==> src/core/anp_pkg.sv <==
// holds constants for the next page transmit word register block
// assumes an ahb-lite master with single whole-word transfers
`default_nettype none
package anp_pkg;
  // the register index is a word index; the bus sees four bytes per word
  localparam logic [31:0] NPTW_INDEX = 32'h0000_0007;
  localparam logic [31:0] NPTW_ADDR = NPTW_INDEX << 2;
  localparam int FURTHER_BIT = 15;
  localparam int RSVD_BIT = 14;
  localparam int MSG_BIT = 13;
  localparam int COMPLY_BIT = 12;
  localparam int TOGGLE_BIT = 11;
  localparam int CODE_HI = 10;
  localparam int WORD_W = 16;
  localparam logic [15:0] NPTW_RESET = 16'h2001;
  localparam logic [15:0] NPTW_WMASK = 16'hb7ff;
  localparam logic [1:0] HTRANS_NONSEQ = 2'h2;
  localparam logic [1:0] HTRANS_SEQ = 2'h3;
  localparam logic [1:0] HTRANS_IDLE = 2'h0;
  localparam logic [2:0] HSIZE_WORD = 3'h2;
endpackage
`default_nettype wire

==> src/core/anp_next_page_tx.sv <==
// next page transmit word register with ahb-lite slave and arbitration port
// assumes arbitration gives one-cycle request and exchanged-toggle pulses
// assumes this is the one slave, so its hreadyout is the bus hready
`default_nettype none
module anp_next_page_tx (
  input wire logic sys_clk_in,
  input wire logic rst_in,
  input wire logic clk_en_in,
  input wire logic hsel_in,
  input wire logic [31:0] haddr_in,
  input wire logic [1:0] htrans_in,
  input wire logic hwrite_in,
  input wire logic [2:0] hsize_in,
  input wire logic [31:0] hwdata_in,
  input wire logic hready_in,
  output logic [31:0] hrdata_out,
  output logic hreadyout_out,
  output logic hresp_out,
  input wire logic page_req_in,
  input wire logic exch_valid_in,
  input wire logic exch_toggle_in,
  output logic [15:0] page_word_out,
  output logic page_valid_out
);
  import anp_pkg::*;

  typedef struct packed {
    logic [15:0] word;
    logic wr_pend;
    logic [15:0] tx_word;
    logic tx_valid;
    logic [31:0] rdata;
  } anp_state_t;

  anp_state_t st_r;
  anp_state_t st_nxt;
  logic hit;
  logic hit_wr;
  logic hit_rd;

  ////////////////////////////////////////////////////////////////////////
  // writable bits only; reserved and toggle keep their hardware value
  function automatic logic [15:0] merge_write(input logic [15:0] cur,
    input logic [15:0] wdata);
    logic [15:0] merged;
    merged = (cur & ~NPTW_WMASK) | (wdata & NPTW_WMASK);
    merged[RSVD_BIT] = 1'b0;
    return merged;
  endfunction

  // bus view of the word; the upper half is never backed by storage
  function automatic logic [31:0] bus_view(input logic [15:0] cur);
    logic [31:0] view;
    view = {16'h0000, cur};
    view[RSVD_BIT] = 1'b0;
    return view;
  endfunction

  // only word-sized transfers to the one offset count; others are refused
  function automatic logic addr_hit(input logic sel, input logic rdy,
    input logic [1:0] trans, input logic [31:0] addr,
    input logic [2:0] size);
    logic active;
    active = trans == HTRANS_NONSEQ || trans == HTRANS_SEQ;
    return sel && rdy && active && addr == NPTW_ADDR && size == HSIZE_WORD;
  endfunction

  ////////////////////////////////////////////////////////////////////////
  // address phase decode
  always_comb begin
    hit = addr_hit(hsel_in, hready_in, htrans_in, haddr_in, hsize_in);
    hit_wr = hit && hwrite_in;
    hit_rd = hit && !hwrite_in;
  end

  always_comb begin
    st_nxt = st_r;
    // the send strobe lasts exactly one cycle
    st_nxt.tx_valid = 1'b0;
    if (st_r.wr_pend) begin
      st_nxt.word = merge_write(st_r.word, hwdata_in[15:0]);
    end
    if (exch_valid_in) begin
      // hardware wins over a write landing in the same cycle
      st_nxt.word[TOGGLE_BIT] = ~exch_toggle_in;
    end
    st_nxt.word[RSVD_BIT] = 1'b0;
    st_nxt.wr_pend = hit_wr;
    // unmapped or wrong-size reads return zero with an okay response
    st_nxt.rdata = hit_rd ? bus_view(st_nxt.word) : 32'h0000_0000;
    if (page_req_in) begin
      // sends the word as it stands, including a write landing now
      st_nxt.tx_word = st_nxt.word;
      st_nxt.tx_valid = 1'b1;
    end
    if (rst_in) begin
      st_nxt = '0;
      st_nxt.word = NPTW_RESET;
    end
  end

  ////////////////////////////////////////////////////////////////////////
  // enable low freezes everything, reset still acts; a write whose data
  // phase falls in a frozen cycle takes hwdata_in of the next enabled cycle, as the slave never stalls
  always_ff @(posedge sys_clk_in) begin
    if (clk_en_in || rst_in) begin
      st_r <= st_nxt;
    end
  end

  // every output is a field of the state register or a constant
  always_comb begin
    hrdata_out = st_r.rdata;
    hreadyout_out = 1'b1;
    hresp_out = 1'b0;
    page_word_out = st_r.tx_word;
    page_valid_out = st_r.tx_valid;
  end
endmodule
`default_nettype wire

==> config.mk <==
export PLATFORM = sky130hd
export DESIGN_NAME = anp_next_page_tx
export DESIGN_NICKNAME = d
export VERILOG_FILES = /design/src/core/anp_pkg.sv /design/src/core/anp_next_page_tx.sv
export SDC_FILE = /design/constraint.sdc
export NUM_CORES = 1
export LEC_CHECK = 0
export ABC_AREA = 0
export BUFFER_PORTS_ARGS = -buffer_cell sky130_fd_sc_hd__buf_2
export CAP_MARGIN = 40
export CORE_ASPECT_RATIO = 1.75
export CORE_MARGIN = 2
export CORE_UTILIZATION = 47
export CTS_BUF_LIST = sky130_fd_sc_hd__clkbuf_2
export CTS_CLUSTER_DIAMETER = 50
export CTS_CLUSTER_SIZE = 25
export DETAILED_ROUTE_END_ITERATION = 6
export GPL_ROUTABILITY_DRIVEN = 0
export PLACE_DENSITY = 0.89
export SYNTH_ARGS = -nofsm -noshare
export SYNTH_HDL_FRONTEND = slang
export SYNTH_SLANG_ARGS = --single-unit
==> constraint.sdc <==
create_clock -name sys_clk_in -period 1.45 [get_ports sys_clk_in]
set_input_delay 0.0725 -clock sys_clk_in [delete_from_list [all_inputs] [get_ports sys_clk_in]]
set_output_delay 0.0725 -clock sys_clk_in [all_outputs]
set_load 0.01 [all_outputs]
==> metrics.csv <==
metric,value,unit
status,"complete, no violations",
maxCapViolations,0,
postCtsSetupRepairBufs,0,
ir_worst_vdd,0.3989,mV
finalWorstSetupSlack,0.09902,ns
cts_tree,yes,
reg2reg_from,st_r[49],
crit_type,reg2reg,
fillers,485,
post_cts_resized,0,
initialDrtViolationCount,33,
grt_pass1_vias,1615,
die-area,6113,um2
hold_viol,0,
avgRoutedWirePerCell,12.62,um
crit_arrival,1.52,ns
cts_buffer_depth,2,
worst_setup_path_start_kind,flop,
io_buffer_count,89,
ys_seq_area_share,54.78,%
drc,0,
tightest_slew,0.7305,ns
fin_skew,0.007753,ns
die_w,59.97,um
synthAdderAreaFrac,0,%
drive_gt1_share,47.97,%
initial_core_util,48.62,%
rows,35,
p_leak,1.233,nW
synth-seq-cells,47,
diodes,0,
dp_hpwl,3.494,mm
grt_pass1_wl,7.038,mm
synthDistinctLibCells,25,
holdCritStartpoint,hwdata_in[12],
rsz0062_at_grt,false,
finalSetupTns,0,ns
critPathRequiredTime,1.62,ns
hold_depth,3,
reg2reg_depth,4,
cp-end-kind,flop,
fin_crit_sh,93.17,%
clock-sinks,47,
synthMuxAreaShare,5.440,%
crit_fanout,9,
max_slew_margin,51.30,%
root_buffer,clkbuf_2,
synth_cells,204,
clk_pin_slew_worst_paths,0.21,ns
track_usage,15.30,%
globalRouteOverflowTotal,0,
coreArea,5299,um2
antenna_found_initial,0,
setup_viol,0,
cts-buffers-inserted,5,
power_density,857.0,nW/um2
synth_xor_xnor_area_share,0,%
syn_area_per_cell,12.63,um2
whs,0.04405,ns
nets,349,
syn_area,2576,um2
synth_warnings,0,
r2r-end,hrdata_out[10],
drtAntennaViolNets,0,
pre_cts_slack,0.08695,ns
viasPerCell,4.733,
num_vias,1633,
firstDrtPassIters,4,
clkLatencyLatePin,0.38,ns
fmax,740.2,MHz
routed_wl,4.353,mm
htree_levels,2,
die_h,101.9,um
cts_hold_buf,0,
synthSimpleGateAreaFrac,21.47,%
placed_area,2864,um2
finalPower,2.487,mW
design_area,2902,um2
synth_compound_area_share,0.7771,%
hold_path_class,in2reg,
grt_max_degree,33,
synth_top_family_by_area,simple AND/OR/NAND/NOR gates,
fin_crit,1.351,ns
ios,129,
drv_slew,0,
r2r_setup_slack,0.1,ns
area_growth,12.63,%
holdPathEnd,page_word_out[12],
## cells in the mapped netlist, drive strengths merged
cell type	count	area (um2)
a21o	1	7.510
or2	1	6.260
conb	2	7.510
nand3	1	5.000
nor2	29	116.4
or2b	3	22.52
clkbuf	4	15.01
nor4	22	246.5
nand4	2	25.02
o211ai	1	7.510
edfxtp	47	1411
nand2	1	3.750
mux2i	14	140.1
and4b	1	10.01
inv	1	3.750
o21ai	1	5.000
buf	56	425.4
nand2b	15	93.84
nor4b	2	23.77
## layout by cell type (no fill, tap or decap), drive strengths merged
cell,count
nand2,1
or2,1
nand2b,15
clkinv,2
nand4,2
a21o,1
nor2,29
or2b,3
clkbuf,5
inv,1
nand3,1
conb,20
and4b,1
nor4,22
o211ai,1
mux2i,14
buf,102
nor4b,2
edfxtp,47
o21ai,1
## layout make-up
| cell class | instances | area (um2) | share of cell area, % |
|---|---|---|---|
| clock buffer | 5 | 25.02 | 0.8624 |
| multi-input combinational | 114 | 792.0 | 27.30 |
| sequential | 47 | 1411 | 48.64 |
| tap | 74 | 92.59 | 3.191 |
| inverter | 1 | 3.754 | 0.1294 |
| timing repair buffer | 102 | 568.0 | 19.58 |
| clock inverter | 2 | 8.758 | 0.3019 |
## worst max-delay path by stage
| stage | from | endpoint | slack (ns) | depth (start not counted) |
|---|---|---|---|---|
| finish | st_r[49] | hrdata_out[10] | 0.1 | 4 |
| CTS | st_r[49] | hrdata_out[6] | 0.11 | 4 |
| floorplan | st_r[49] | hrdata_out[13] | 0.11 | 5 |
| global placement | haddr_in[1] | hrdata_out[0] | 0.13 | 5 |
| detailed placement | haddr_in[1] | hrdata_out[0] | 0.09 | 5 |
| global route | st_r[49] | hrdata_out[10] | 0.008 | 4 |
## registers in the layout (all words and copies together), names as in the netlist
name and count:
st_r 16, hrdata_out 15, page_word_out 15, page_valid_out 1
## layer usage
| layer | global-route usage, % | vias up | wire length, um |
|---|---|---|---|
| li1 | - | 785 | - |
| met1 | 17.42 | 741 | 1532 |
| met2 | 25.42 | 101 | 2322 |
| met3 | 3.418 | 6 | 407 |
| met4 | 9.231 | 0 | 89 |
| met5 | 0 | - | 0 |
## report_power, final
| part | internal [mW] | switching [mW] |
|---|---|---|
| logic | 0.175 | 0.223 |
| registers | 1.60 | 0.0224 |
| clock network | 0.102 | 0.369 |
| total | 1.87 | 0.615 |
## through the flow
stage,utilization (%),std cells
floorplan,-,222
global placement,54.05,338
detailed placement,54.05,338
CTS,54.69,345
global route,54.76,345
finish,54.76,345
## worst max-delay path, stage by stage (launching register included)
cell	delay (ns)
edfxtp_1	0.39
buf_4	0.21
mux2i_1	0.33
nand2b_1	0.17
nor4_2	0.04
## kinds of logic (layout without fill, tap and decap cells)
logic type | Yosys count | after routing
buffers and inverters | 61 | 110
other | 2 | 20
multiplexers | 14 | 14
flip-flops | 47 | 47
AND/OR/NAND/NOR | 77 | 77
AO/OA/AOI/OAI | 3 | 3
No activity file was read; power rests on OpenSTA's default activity.
